[src/pagc_pkg.sv]
// constants, field layout and carrier types for the clock generator
// assumes one 25 MHz clock; all derived clocks are one-cycle tick enables
package pagc_pkg;

	localparam int ADDR_W = 4;
	localparam int DATA_W = 16;
	localparam int PERIOD_W = 16;
	localparam int ACC_W = 26;
	localparam int DIV_W = 9;
	localparam int FACTOR_W = 10;

	localparam logic [3:0] CLOCK_DIVISOR_REGISTER_OFF = 4'h0;
	localparam logic [3:0] FEEDBACK_DIVISOR_REGISTER_OFF = 4'h1;
	localparam logic [3:0] AUX_CLOCK_CONTROL_OFF = 4'h2;

	localparam int PRESCALE_LSB = 0;
	localparam int PRESCALE_W = 5;
	localparam int POSTSCALE_LSB = 6;
	localparam int POSTSCALE_W = 2;
	localparam int FEEDBACK_LSB = 0;
	localparam int FEEDBACK_W = 9;
	localparam int AUX_ON_BIT = 15;
	localparam int AUX_LOCKED_BIT = 14;
	localparam int AUX_SRC_SEL_BIT = 13;
	localparam int AUX_DIV_LSB = 8;
	localparam int AUX_DIV_W = 3;
	localparam int AUX_REF_PRI_BIT = 7;
	localparam int AUX_REF_RC_BIT = 6;

	localparam logic [4:0] PRESCALE_RST = 5'h00;
	localparam logic [1:0] POSTSCALE_RST = 2'h1;
	localparam logic [8:0] FEEDBACK_RST = 9'h030;
	localparam logic AUX_ON_RST = 1'b0;
	localparam logic AUX_SRC_SEL_RST = 1'b1;
	localparam logic [2:0] AUX_DIV_RST = 3'h7;
	localparam logic AUX_REF_PRI_RST = 1'b0;
	localparam logic AUX_REF_RC_RST = 1'b0;

	localparam logic [8:0] PRESCALE_BASE = 9'h002;
	localparam logic [9:0] FEEDBACK_BASE = 10'h002;
	localparam logic [9:0] AUX_MULT = 10'h010;
	localparam logic [8:0] FCY_DIV = 9'h002;
	localparam logic [3:0] LOCK_MATCHES = 4'h4;

	typedef struct packed {
		logic wr;
		logic rd;
		logic [ADDR_W-1:0] addr;
		logic [DATA_W-1:0] wdata;
	} pagc_bus_req_t;

	typedef struct packed {
		logic vco;
		logic fosc;
		logic fcy;
		logic aux_vco;
		logic aux;
	} pagc_ticks_t;

endpackage

[src/pagc_mult_loop.sv]
// frequency multiplier model: measures the reference tick period and emits
// factor_in ticks per reference period; assumes ticks come from clk_in logic
`timescale 1ns/10ps
module pagc_mult_loop
	import pagc_pkg::*;
(
	input wire logic clk_in,
	input wire logic nrst_in,
	input wire logic enable_in,
	input wire logic ref_tick_in,
	input wire logic [FACTOR_W-1:0] factor_in,
	output logic out_tick_out,
	output logic locked_out
);

	logic [PERIOD_W-1:0] cnt_q;
	logic [PERIOD_W-1:0] period_q;
	logic [3:0] match_q;
	logic [ACC_W-1:0] acc_q;
	logic [ACC_W-1:0] acc_d;
	logic [ACC_W-1:0] sum;
	logic tick_d;
	logic close;

	// one count of jitter tolerated from the three-stage input sampling
	assign close = (cnt_q == period_q) || (cnt_q == period_q + 16'h0001) ||
		(cnt_q + 16'h0001 == period_q);

	always_ff @(posedge clk_in or negedge nrst_in) begin
		if (!nrst_in) begin
			cnt_q <= 16'h0000;
			period_q <= 16'h0000;
		end else if (!enable_in) begin
			cnt_q <= 16'h0000;
			period_q <= 16'h0000;
		end else if (ref_tick_in) begin
			cnt_q <= 16'h0001;
			period_q <= cnt_q;
		end else if (cnt_q != 16'hFFFF) begin
			cnt_q <= cnt_q + 16'h0001;
		end
	end

	// lost reference (counter stuck at top) drops lock
	always_ff @(posedge clk_in or negedge nrst_in) begin
		if (!nrst_in) begin
			match_q <= 4'h0;
		end else if (!enable_in || cnt_q == 16'hFFFF) begin
			match_q <= 4'h0;
		end else if (ref_tick_in) begin
			if (period_q != 16'h0000 && close) begin
				if (match_q != LOCK_MATCHES) begin
					match_q <= match_q + 4'h1;
				end
			end else begin
				match_q <= 4'h0;
			end
		end
	end

	always_comb begin
		sum = acc_q + {16'h0000, factor_in};
		tick_d = 1'b0;
		acc_d = sum;
		if (period_q == 16'h0000) begin
			acc_d = '0;
		end else if (sum >= {10'h000, period_q}) begin
			tick_d = 1'b1;
			acc_d = sum - {10'h000, period_q};
			// output saturates at one tick per cycle; keep the phase bounded
			if (acc_d >= {10'h000, period_q}) begin
				acc_d = {10'h000, period_q};
			end
		end
	end

	always_ff @(posedge clk_in or negedge nrst_in) begin
		if (!nrst_in) begin
			acc_q <= '0;
			out_tick_out <= 1'b0;
		end else if (!enable_in) begin
			acc_q <= '0;
			out_tick_out <= 1'b0;
		end else begin
			acc_q <= acc_d;
			out_tick_out <= tick_d;
		end
	end

	always_ff @(posedge clk_in or negedge nrst_in) begin
		if (!nrst_in) begin
			locked_out <= 1'b0;
		end else begin
			locked_out <= enable_in && (match_q == LOCK_MATCHES);
		end
	end

endmodule

[src/pagc_top.sv]
// main and auxiliary clock generation with its control registers
// assumes oscillator pins are slow against clk_in; derived clocks are tick enables
//
// How it works
// - input divided by prescale code plus two, range two to thirty-three
// - loop multiplies by feedback code plus two, so 0x1E gives 32
// - loop output divided by two, four or eight; code 00 is two
// - system clock is input times feedback over prescale times postscale
// - instruction clock is half the system clock
// - aux loop fed from primary or internal RC, always times sixteen
// - fine PWM resolution only when aux clock comes from aux loop
// - aux control bit 15 enables the aux loop, resets to zero
// - bit 14 is read-only aux lock status, resets to zero
// - bit 13 picks aux divider source: one aux loop, zero main loop
// - bits 10 to 8 set aux output divider, 111 is one, resets 111
// - bit 7 selects primary oscillator as aux reference, bit 6 internal RC which overrides it, neither gives none
//
// Design decisions made here: the strobed register port and the placing of the registers.
`timescale 1ns/10ps
module pagc_top
	import pagc_pkg::*;
(
	input wire logic clk_in,
	input wire logic nrst_in,
	input wire pagc_bus_req_t bus_req_in,
	output logic [DATA_W-1:0] rdata_out,
	input wire logic primary_osc_in,
	input wire logic internal_rc_in,
	input wire logic main_use_rc_in,
	output pagc_ticks_t ticks_out,
	output logic main_locked_out,
	output logic aux_fine_resolution_out
);

	localparam int NPIN = 2;
	localparam int PIN_PRI = 0;
	localparam int PIN_RC = 1;
	localparam int NDIV = 4;
	localparam int DIV_PRE = 0;
	localparam int DIV_POST = 1;
	localparam int DIV_FCY = 2;
	localparam int DIV_AUX = 3;

	function automatic logic reg_hit(input logic [ADDR_W-1:0] addr,
		input logic [ADDR_W-1:0] off);
		reg_hit = (addr == off);
	endfunction

	function automatic logic [DIV_W-1:0] postscale_div(input logic [1:0] code);
		case (code)
			2'h0: postscale_div = 9'h002;
			2'h1: postscale_div = 9'h004;
			default: postscale_div = 9'h008;
		endcase
	endfunction

	function automatic logic [DIV_W-1:0] aux_div(input logic [2:0] code);
		case (code)
			3'h7: aux_div = 9'h001;
			3'h6: aux_div = 9'h002;
			3'h5: aux_div = 9'h004;
			3'h4: aux_div = 9'h008;
			3'h3: aux_div = 9'h010;
			3'h2: aux_div = 9'h020;
			3'h1: aux_div = 9'h040;
			default: aux_div = 9'h100;
		endcase
	endfunction

	// control fields
	logic [PRESCALE_W-1:0] pll_input_prescale_q;
	logic [POSTSCALE_W-1:0] pll_output_postscale_q;
	logic [FEEDBACK_W-1:0] pll_feedback_factor_q;
	logic aux_pll_on_q;
	logic aux_divider_source_sel_q;
	logic [AUX_DIV_W-1:0] aux_output_divider_q;
	logic aux_ref_primary_sel_q;
	logic aux_ref_internal_rc_sel_q;

	logic wr_clock_divisor_register;
	logic wr_fbd;
	logic wr_aux;

	// pin sampling
	logic [NPIN-1:0] pin_raw;
	logic [NPIN-1:0] sync1_q;
	logic [NPIN-1:0] sync2_q;
	logic [NPIN-1:0] sync3_q;
	logic [NPIN-1:0] level_q;
	logic [NPIN-1:0] edge_q;

	// dividers
	logic [DIV_W-1:0] div_lim [NDIV];
	logic [NDIV-1:0] div_in;
	logic [NDIV-1:0] div_out;

	logic main_src_edge;
	logic main_vco_tick;
	logic main_locked;
	logic aux_ref_edge;
	logic aux_ref_present;
	logic aux_loop_en;
	logic aux_vco_tick;
	logic aux_locked;
	logic [FACTOR_W-1:0] main_factor;
	logic [DATA_W-1:0] clock_divisor_register_rd;
	logic [DATA_W-1:0] fbd_rd;
	logic [DATA_W-1:0] aux_rd;
	logic [DATA_W-1:0] rdata_d;

	assign wr_clock_divisor_register = bus_req_in.wr && reg_hit(bus_req_in.addr, CLOCK_DIVISOR_REGISTER_OFF);
	assign wr_fbd = bus_req_in.wr && reg_hit(bus_req_in.addr, FEEDBACK_DIVISOR_REGISTER_OFF);
	assign wr_aux = bus_req_in.wr && reg_hit(bus_req_in.addr, AUX_CLOCK_CONTROL_OFF);

	always_ff @(posedge clk_in or negedge nrst_in) begin
		if (!nrst_in) begin
			pll_input_prescale_q <= PRESCALE_RST;
			pll_output_postscale_q <= POSTSCALE_RST;
		end else if (wr_clock_divisor_register) begin
			pll_input_prescale_q <= bus_req_in.wdata[PRESCALE_LSB +: PRESCALE_W];
			pll_output_postscale_q <= bus_req_in.wdata[POSTSCALE_LSB +: POSTSCALE_W];
		end
	end

	always_ff @(posedge clk_in or negedge nrst_in) begin
		if (!nrst_in) begin
			pll_feedback_factor_q <= FEEDBACK_RST;
		end else if (wr_fbd) begin
			pll_feedback_factor_q <= bus_req_in.wdata[FEEDBACK_LSB +: FEEDBACK_W];
		end
	end

	// lock bit is not a storage bit, so a write to it has nowhere to land
	always_ff @(posedge clk_in or negedge nrst_in) begin
		if (!nrst_in) begin
			aux_pll_on_q <= AUX_ON_RST;
			aux_divider_source_sel_q <= AUX_SRC_SEL_RST;
			aux_output_divider_q <= AUX_DIV_RST;
			aux_ref_primary_sel_q <= AUX_REF_PRI_RST;
			aux_ref_internal_rc_sel_q <= AUX_REF_RC_RST;
		end else if (wr_aux) begin
			aux_pll_on_q <= bus_req_in.wdata[AUX_ON_BIT];
			aux_divider_source_sel_q <= bus_req_in.wdata[AUX_SRC_SEL_BIT];
			aux_output_divider_q <= bus_req_in.wdata[AUX_DIV_LSB +: AUX_DIV_W];
			aux_ref_primary_sel_q <= bus_req_in.wdata[AUX_REF_PRI_BIT];
			aux_ref_internal_rc_sel_q <= bus_req_in.wdata[AUX_REF_RC_BIT];
		end
	end

	// three-stage sampling; first stage feeds only the second
	assign pin_raw[PIN_PRI] = primary_osc_in;
	assign pin_raw[PIN_RC] = internal_rc_in;

	generate
		for (genvar p = 0; p < NPIN; p++) begin : g_pin
			always_ff @(posedge clk_in or negedge nrst_in) begin
				if (!nrst_in) begin
					sync1_q[p] <= 1'b0;
					sync2_q[p] <= 1'b0;
					sync3_q[p] <= 1'b0;
				end else begin
					sync1_q[p] <= pin_raw[p];
					sync2_q[p] <= sync1_q[p];
					sync3_q[p] <= sync2_q[p];
				end
			end

			always_ff @(posedge clk_in or negedge nrst_in) begin
				if (!nrst_in) begin
					level_q[p] <= 1'b0;
					edge_q[p] <= 1'b0;
				end else begin
					edge_q[p] <= 1'b0;
					if (sync2_q[p] == sync3_q[p]) begin
						level_q[p] <= sync3_q[p];
						edge_q[p] <= sync3_q[p] && !level_q[p];
					end
				end
			end
		end
	endgenerate

	// main path
	assign main_src_edge = main_use_rc_in ? edge_q[PIN_RC] : edge_q[PIN_PRI];
	assign main_factor = {1'b0, pll_feedback_factor_q} + FEEDBACK_BASE;

	assign div_in[DIV_PRE] = main_src_edge;
	assign div_lim[DIV_PRE] = {4'h0, pll_input_prescale_q} + PRESCALE_BASE;

	pagc_mult_loop u_main_loop (
		.clk_in(clk_in),
		.nrst_in(nrst_in),
		.enable_in(1'b1),
		.ref_tick_in(div_out[DIV_PRE]),
		.factor_in(main_factor),
		.out_tick_out(main_vco_tick),
		.locked_out(main_locked)
	);

	// system clock = input * M / (N1 * N2), instruction clock one half of it
	assign div_in[DIV_POST] = main_vco_tick;
	assign div_lim[DIV_POST] = postscale_div(pll_output_postscale_q);
	assign div_in[DIV_FCY] = div_out[DIV_POST];
	assign div_lim[DIV_FCY] = FCY_DIV;

	// aux path: internal RC overrides, else primary when selected, else nothing
	always_comb begin
		aux_ref_edge = 1'b0;
		aux_ref_present = 1'b0;
		if (aux_ref_internal_rc_sel_q) begin
			aux_ref_edge = edge_q[PIN_RC];
			aux_ref_present = 1'b1;
		end else if (aux_ref_primary_sel_q) begin
			aux_ref_edge = edge_q[PIN_PRI];
			aux_ref_present = 1'b1;
		end
	end

	assign aux_loop_en = aux_pll_on_q;

	pagc_mult_loop u_aux_loop (
		.clk_in(clk_in),
		.nrst_in(nrst_in),
		.enable_in(aux_loop_en),
		.ref_tick_in(aux_ref_edge),
		.factor_in(AUX_MULT),
		.out_tick_out(aux_vco_tick),
		.locked_out(aux_locked)
	);

	assign div_in[DIV_AUX] = aux_divider_source_sel_q ? aux_vco_tick : main_vco_tick;
	assign div_lim[DIV_AUX] = aux_div(aux_output_divider_q);

	// writes that shrink a limit below the count wrap on the next input tick
	generate
		for (genvar d = 0; d < NDIV; d++) begin : g_div
			logic [DIV_W-1:0] cnt_q;
			logic out_q;

			always_ff @(posedge clk_in or negedge nrst_in) begin
				if (!nrst_in) begin
					cnt_q <= '0;
					out_q <= 1'b0;
				end else begin
					out_q <= 1'b0;
					if (div_in[d]) begin
						if (cnt_q + 9'h001 >= div_lim[d]) begin
							cnt_q <= '0;
							out_q <= 1'b1;
						end else begin
							cnt_q <= cnt_q + 9'h001;
						end
					end
				end
			end

			assign div_out[d] = out_q;
		end
	endgenerate

	always_ff @(posedge clk_in or negedge nrst_in) begin
		if (!nrst_in) begin
			ticks_out <= '0;
		end else begin
			ticks_out.vco <= main_vco_tick;
			ticks_out.fosc <= div_out[DIV_POST];
			ticks_out.fcy <= div_out[DIV_FCY];
			ticks_out.aux_vco <= aux_vco_tick;
			ticks_out.aux <= div_out[DIV_AUX];
		end
	end

	always_ff @(posedge clk_in or negedge nrst_in) begin
		if (!nrst_in) begin
			main_locked_out <= 1'b0;
		end else begin
			main_locked_out <= main_locked;
		end
	end

	// fine steps need the sixteen-times loop itself on the aux path
	always_ff @(posedge clk_in or negedge nrst_in) begin
		if (!nrst_in) begin
			aux_fine_resolution_out <= 1'b0;
		end else begin
			aux_fine_resolution_out <= aux_pll_on_q && aux_locked && aux_ref_present &&
				aux_divider_source_sel_q;
		end
	end

	// read images; unimplemented bits are tied low
	assign clock_divisor_register_rd = {8'h00, pll_output_postscale_q, 1'b0, pll_input_prescale_q};
	assign fbd_rd = {7'h00, pll_feedback_factor_q};
	assign aux_rd = {aux_pll_on_q, aux_pll_on_q && aux_locked,
		aux_divider_source_sel_q, 2'h0, aux_output_divider_q,
		aux_ref_primary_sel_q, aux_ref_internal_rc_sel_q, 6'h00};

	always_comb begin
		rdata_d = 16'h0000;
		if (reg_hit(bus_req_in.addr, CLOCK_DIVISOR_REGISTER_OFF)) begin
			rdata_d = clock_divisor_register_rd;
		end else if (reg_hit(bus_req_in.addr, FEEDBACK_DIVISOR_REGISTER_OFF)) begin
			rdata_d = fbd_rd;
		end else if (reg_hit(bus_req_in.addr, AUX_CLOCK_CONTROL_OFF)) begin
			rdata_d = aux_rd;
		end
	end

	// data stands only in the cycle after the read strobe
	always_ff @(posedge clk_in or negedge nrst_in) begin
		if (!nrst_in) begin
			rdata_out <= 16'h0000;
		end else if (bus_req_in.rd) begin
			rdata_out <= rdata_d;
		end else begin
			rdata_out <= 16'h0000;
		end
	end

endmodule

[config.mk]
export PLATFORM = sky130hd
export DESIGN_NAME = pagc_top
export DESIGN_NICKNAME = d
export VERILOG_FILES = /design/src/pagc_pkg.sv /design/src/pagc_mult_loop.sv /design/src/pagc_top.sv
export SDC_FILE = /design/constraint.sdc
export NUM_CORES = 1
export LEC_CHECK = 0
export BUFFER_PORTS_ARGS = -buffer_cell sky130_fd_sc_hd__buf_2
export CAP_MARGIN = 20
export CORE_ASPECT_RATIO = 0.6
export CORE_MARGIN = 2
export CORE_UTILIZATION = 45
export CTS_BUF_LIST = sky130_fd_sc_hd__clkbuf_4 sky130_fd_sc_hd__clkbuf_8
export CTS_CLUSTER_SIZE = 28
export DETAILED_ROUTE_END_ITERATION = 16
export PLACE_DENSITY = 0.71
export SYNTH_ARGS = -nofsm -noshare
export SYNTH_HDL_FRONTEND = slang
export SYNTH_SLANG_ARGS = --single-unit
[constraint.sdc]
create_clock -name clk_in -period 6.94 [get_ports clk_in]
set_input_delay 1.041 -clock clk_in [delete_from_list [all_inputs] [get_ports clk_in]]
set_output_delay 1.041 -clock clk_in [all_outputs]
set_load 0.01 [all_outputs]
After elaboration in Yosys (flattened, before gate mapping) --
Index checks and enable logic that the tools add are counted.
Cells by class: eq/ne operators 30, multiplexer cells 53, magnitude comparators 8, add/subtract/negate cells 16, reduce and logical (&&, ||, !) cells 30
Operators with widths (count):
- 26-bit two-way mux | 7
- 16-bit two-way mux | 11
- 26-bit by 16-bit greater-or-equal comparator with 1-bit output | 4
- 16-bit == test | 6
- 16-bit by 1-bit adder with 16-bit output (second input constant) | 4
- 9-bit case mux with 7 select lines | 1
- 26-bit by 16-bit subtractor with 26-bit output | 2
- 9-bit by 1-bit adder with 9-bit output (second input constant) | 4
- 9-bit two-way mux | 4
- 16-bit == test (second input constant) | 2
- 16-bit zero test | 2
- 4-bit two-way mux | 8
- 16-bit inequality test (second input constant) | 2
- 16-bit nonzero test | 2
- 26-bit by 10-bit adder with 26-bit output | 1
- 26-bit by 5-bit adder with 26-bit output (second input constant) | 1
- 1-bit two-way mux | 21
- 9-bit greater-or-equal comparator | 2
- 3-bit == test (second input constant) | 4
- 1-bit logical AND | 11
- 9-bit by 2-bit adder with 10-bit output (second input constant) | 1
- 9-bit by 2-bit greater-or-equal comparator with 1-bit output (second input constant) | 1
- 9-bit by 6-bit greater-or-equal comparator with 1-bit output | 1
- 4-bit by 1-bit adder with 4-bit output (second input constant) | 2
- other kinds (19) | 33
Word-level totals: output and inout bits 23, logic and storage cells 183, input port bits 27, bits in registers 224

Longest topological paths before layout --
depth in word-level cells 8, mapped depth 31, depth with buffers taken out 29

By module --
A second synthesis with hierarchy kept.
Unflattened totals: cells, all modules 1883, area, all modules 16947.5 sq um
Modules (own cells, without submodules):
- pagc_mult_loop at u_aux_loop | instances 1, sequential area each 1601.5 sq um, cells each 738, area each 6262.3 sq um
- pagc_mult_loop at u_main_loop | instances 1, sequential area each 1601.5 sq um, cells each 733, area each 6169.7 sq um
- pagc_top | instances 1, sequential area each 2361.0 sq um, cells each 412, area each 4515.6 sq um

Worst setup path after synthesis --
Ideal clock, no wire load.
path type register to register, start point reg pll_feedback_factor_q[1], end point reg u_main_loop.acc_q[2], required time 6.814 ns, arrival time 5.440 ns, slack 1.374 ns, path buffers 1, stages on the path, launching flop included 29, setup time 0.126 ns, clock period less this slack 5.566 ns, path through dfrtp_1 -> inv_1 -> ha_1 -> inv_1 -> ha_1 -> inv_1 -> fa_1 -> nand2b_1 -> a21oi_1 -> nor2b_1 -> o21bai_1 -> a21oi_1 -> xnor2_1 -> ha_1 -> or3_1 -> o21ai_0 -> a21oi_1 -> o41ai_1 -> xnor2_1 -> ha_1 -> nand4_1 -> nor2_1 -> a221oi_1 -> nand3_1 -> or4_4 -> a2111oi_4 -> buf_6 -> nor2_1 -> a221o_1
Between the ends: longest elaborated chain between the ends 7, elaborated cells between the ends (all ways) 8, classes of those cells 3 x add/sub; 2 x order compare; 3 x mux
Ends and longest elaborated chain:
- start, declared | line pagc_top.sv:73 | logic [FEEDBACK_W-1:0] pll_feedback_factor_q;
- start signal, assigned | line pagc_top.sv:129 | pll_feedback_factor_q <= bus_req_in.wdata[FEEDBACK_LSB +: FEEDBACK_W];
- 9-bit by 2-bit adder with 10-bit output (*) | line pagc_top.sv:185 | assign main_factor = {1'b0, pll_feedback_factor_q} + FEEDBACK_BASE;
- 26-bit by 10-bit adder with 26-bit output (*) | line pagc_mult_loop.sv:62 | sum = acc_q + {16'h0000, factor_in};
- 26-bit by 16-bit subtractor with 26-bit output | line pagc_mult_loop.sv:69 | acc_d = sum - {10'h000, period_q};
- 26-bit by 16-bit greater-or-equal comparator with 1-bit output | line pagc_mult_loop.sv:71 | if (acc_d >= {10'h000, period_q}) begin
- 26-bit two-way mux | line pagc_mult_loop.sv:71
- 26-bit two-way mux (*) | line pagc_mult_loop.sv:67 | end else if (sum >= {10'h000, period_q}) begin
- 26-bit two-way mux (*) | line pagc_mult_loop.sv:65 | if (period_q == 16'h0000) begin
- via u_main_loop.acc_d[2] | line pagc_mult_loop.sv:20 | logic [ACC_W-1:0] acc_d;
- end signal, assigned | line pagc_mult_loop.sv:79 | acc_q <= '0;
- end signal, assigned | line pagc_mult_loop.sv:82 | acc_q <= '0;
- end signal, assigned | line pagc_mult_loop.sv:85 | acc_q <= acc_d;
- end, declared | line pagc_mult_loop.sv:19 | logic [ACC_W-1:0] acc_q;
The timed path passes the listed nets; every way through them passes the cells marked *. A chain may end at the register's enable or synchronous reset.

Worst setup path after layout --
Same ends and word-level chain as after synthesis.

==> results_dict.tcl <==
set metrics [dict create \
    synth_top_area_share_pct 34.1 \
    via_per_inst 5.86 \
    required_ns 7.39 \
    yosysMostFrequentCell "dfrtp_1" \
    start_util_pct 45.4 \
    synth_area_leaders "dfrtp_1, ha_1, xnor2_1" \
    core_um2 34700 \
    areaGrowthSynthToFinish_pct 9.08 \
    grt_pass1_wl_mm 67.3 \
    timing.rr.end "u_main_loop.acc_q[2]$_DFF_PN0_" \
    clockRootBuffer "clkbuf_8" \
    first_global_vias 12990 \
    worst_setup_path_end_kind "register" \
    status "finished clean" \
    p_leak_nw 7.54 \
    cap_violations 0 \
    die_area_um2 36600 \
    cp_max_fo 32 \
    drt_first_pass_iters 6 \
    synth_common_cells "dfrtp_1, nand2_1, ha_1, nor2_1, o21ai_0" \
    rsz0062_at_grt "false" \
    hp-class "reg -> reg" \
    postSynthAreaPerCell_um2 8.69 \
    synth-seq-area-share_pct 35.3 \
    clk_latency_ns 0.60 \
    num_rows 53 \
    grt_usage_pct 22.4 \
    die_w_um 246 \
    pin_count 50 \
    synth-seq-cells 222 \
    p_per_area_nw_per_um2 322 \
    drt-wirelength-per-cell_um 17.3 \
    fin_nets 1981 \
    r2r_cells 27 \
    antenna_found_initial 3 \
    arrival_ns 7.04 \
    grt_overflow 0 \
    slew_headroom_pct 25.1 \
    slew_viol_final 0 \
    setup_viol 0 \
    timing.rr.start "pll_feedback_factor_q[1]$_DFFE_PN0P_" \
    drt-initial-drc-count 1226 \
    hold_viol 0 \
    fin_util_pct 49.5 \
    tightest_slew_ns 1.11 \
    cts-root-to-sink-buffers 3 \
    port_buffers 44 \
    synth_edf_count 0 \
    synthCells 1814 \
    cts_num_sinks 222 \
    async_flop_share_pct 100 \
    wirelength_mm 40.2 \
    cts_tree "yes" \
    grt_max_degree 86 \
    fin_crit_sh_pct 95.0 \
    layout-drive-gt1-share_pct 9.82 \
    hold_buffers 0 \
    vias 13665 \
    synth_top_area_cell "dfrtp_1" \
    die_h_um 149 \
    drc 0 \
    min_to "main_locked_out$_DFF_PN0_" \
    htreeDepth 2 \
    synth_area_um2 15800 \
    setup_tns_ns 0 \
    clk_pin_slew_worst_paths_ns 0.06 \
    cts_made_buffers 37 \
    synth_ff_type "dfrtp_1" \
    skew_ns 0.0453 \
    layout_min_cycle_time_ns 6.59 \
    peakVddDrop_mv 0.379 \
    timing.fmax_mhz 152 \
    place.gp.congestion 0.919 \
    critical_path_class "reg -> reg" \
    ant_nets 0 \
    rrSetupSlack_ns 0.35 \
    yosysWarnings 0 \
    holdPathStages 0 \
    min_from "u_main_loop.locked_out$_DFF_PN0_" \
    worstSetupStartpointType "register" \
    synth_cell_types 89 \
    holdWs_ns 0.346 \
    dpl.hpwl_mm 29.8 \
]
## layout make-up
type | instances | area, µm²
antenna | 1 | 2.50
clock buffer | 54 | 693
clock inverter | 14 | 119
fill | 3253 | 17600
inverter | 81 | 304
multi-input combinational | 1434 | 9580
sequential | 222 | 5560
tap | 467 | 584
timing repair buffer | 59 | 347
## kinds of logic after synthesis
family,count (synthesis),share of synthesized area [%]
simple gates,685,22.1
flops,222,35.3
mux,48,3.25
fa+ha+maj,121,9.72
compound gates,402,16.5
other cells,1,0.0238
buf+inv,179,4.50
xor+xnor,156,8.67
## what timing repair did
action	CTS	global route
buffers inserted	0	0
gates resized for setup	0	2
setup endpoints to repair	0	2
## placed cells by master (no fill, tap or decap), types with 55 or more instances in the layout
master and count:
dfrtp_1 215, nand2_1 193, ha_1 116, nor2_1 104, o21ai_0 103, xnor2_1 101
a21oi_1 99, nand3_1 99, inv_1 79, xor2_1 55
## state kept, by name, indices dropped and copies added (netlist names), 14 cells and up
name and cells:
u_main_loop.acc_q 26, u_aux_loop.cnt_q 16, u_aux_loop.acc_q 26, u_main_loop.cnt_q 16, u_main_loop.period_q 16, rdata_out 14, u_aux_loop.period_q 16, g_div.cnt_q 36
## worst max-delay path: stages, from the launching register on
cell	delay [ns]
dfrtp_1	0.35
inv_1	0.06
ha_1	0.28
inv_1	0.05
ha_1	0.19
inv_1	0.07
fa_1	0.41
nand2b_1	0.22
a211oi_2	0.47
or2_2	0.27
nand4_1	0.12
xnor2_1	0.17
ha_1	0.38
nand4_1	0.18
a21oi_1	0.16
o31ai_1	0.15
nor2b_1	0.18
xnor2_1	0.24
ha_1	0.30
a21oi_1	0.14
o21ai_0	0.12
a221oi_1	0.26
nand3_1	0.14
or4_4	0.52
a2111oi_4	0.29
buf_4	0.37
nor2_1	0.08
a221o_1	0.28
## power by group
part           switching, mW  internal (mW)  total, mW
combinational           1.51           1.07       2.58
sequential             0.218           1.45       1.67
clock                  0.596          0.692       1.29
## through the flow
stage	instances	instance area (µm²)	setup WS, ns	total power, mW
2_1_floorplan	1835	15800	1.37	3.55
3_3_place_gp	2262	16400	0.565	4.11
3_5_place_dp	2262	16400	0.499	4.18
4_1_cts	2330	17200	0.465	5.49
5_1_grt	2331	17200	0.0120	5.98
6_report	2332	17200	0.348	5.54
## worst max path at each step
stage	startpoint	end	slack, ns	cells past startpoint
floorplan	pll_feedback_factor_q[1]$_DFFE_PN0P_	u_main_loop.acc_q[2]$_DFF_PN0_	1.37	28
global placement	pll_feedback_factor_q[1]$_DFFE_PN0P_	u_main_loop.acc_q[2]$_DFF_PN0_	0.56	28
detailed placement	pll_feedback_factor_q[1]$_DFFE_PN0P_	u_main_loop.acc_q[2]$_DFF_PN0_	0.50	28
CTS	pll_feedback_factor_q[1]$_DFFE_PN0P_	u_main_loop.acc_q[2]$_DFF_PN0_	0.47	28
global route	pll_feedback_factor_q[1]$_DFFE_PN0P_	u_main_loop.acc_q[2]$_DFF_PN0_	0.01	27
finish	pll_feedback_factor_q[1]$_DFFE_PN0P_	u_main_loop.acc_q[2]$_DFF_PN0_	0.35	27
## routing by layer
| metal | track usage (%) | part of all wire [%] | up-vias |
|---|---|---|---|
| met5 | 0 | 0.060 | - |
| met4 | 4.73 | 1.3 | 4 |
| met3 | 5.40 | 9.3 | 57 |
| met2 | 30.9 | 39 | 509 |
| met1 | 35.0 | 50 | 6542 |
| li1 | - | - | 6553 |
Note: power is estimated with default switching activity, not from simulation.
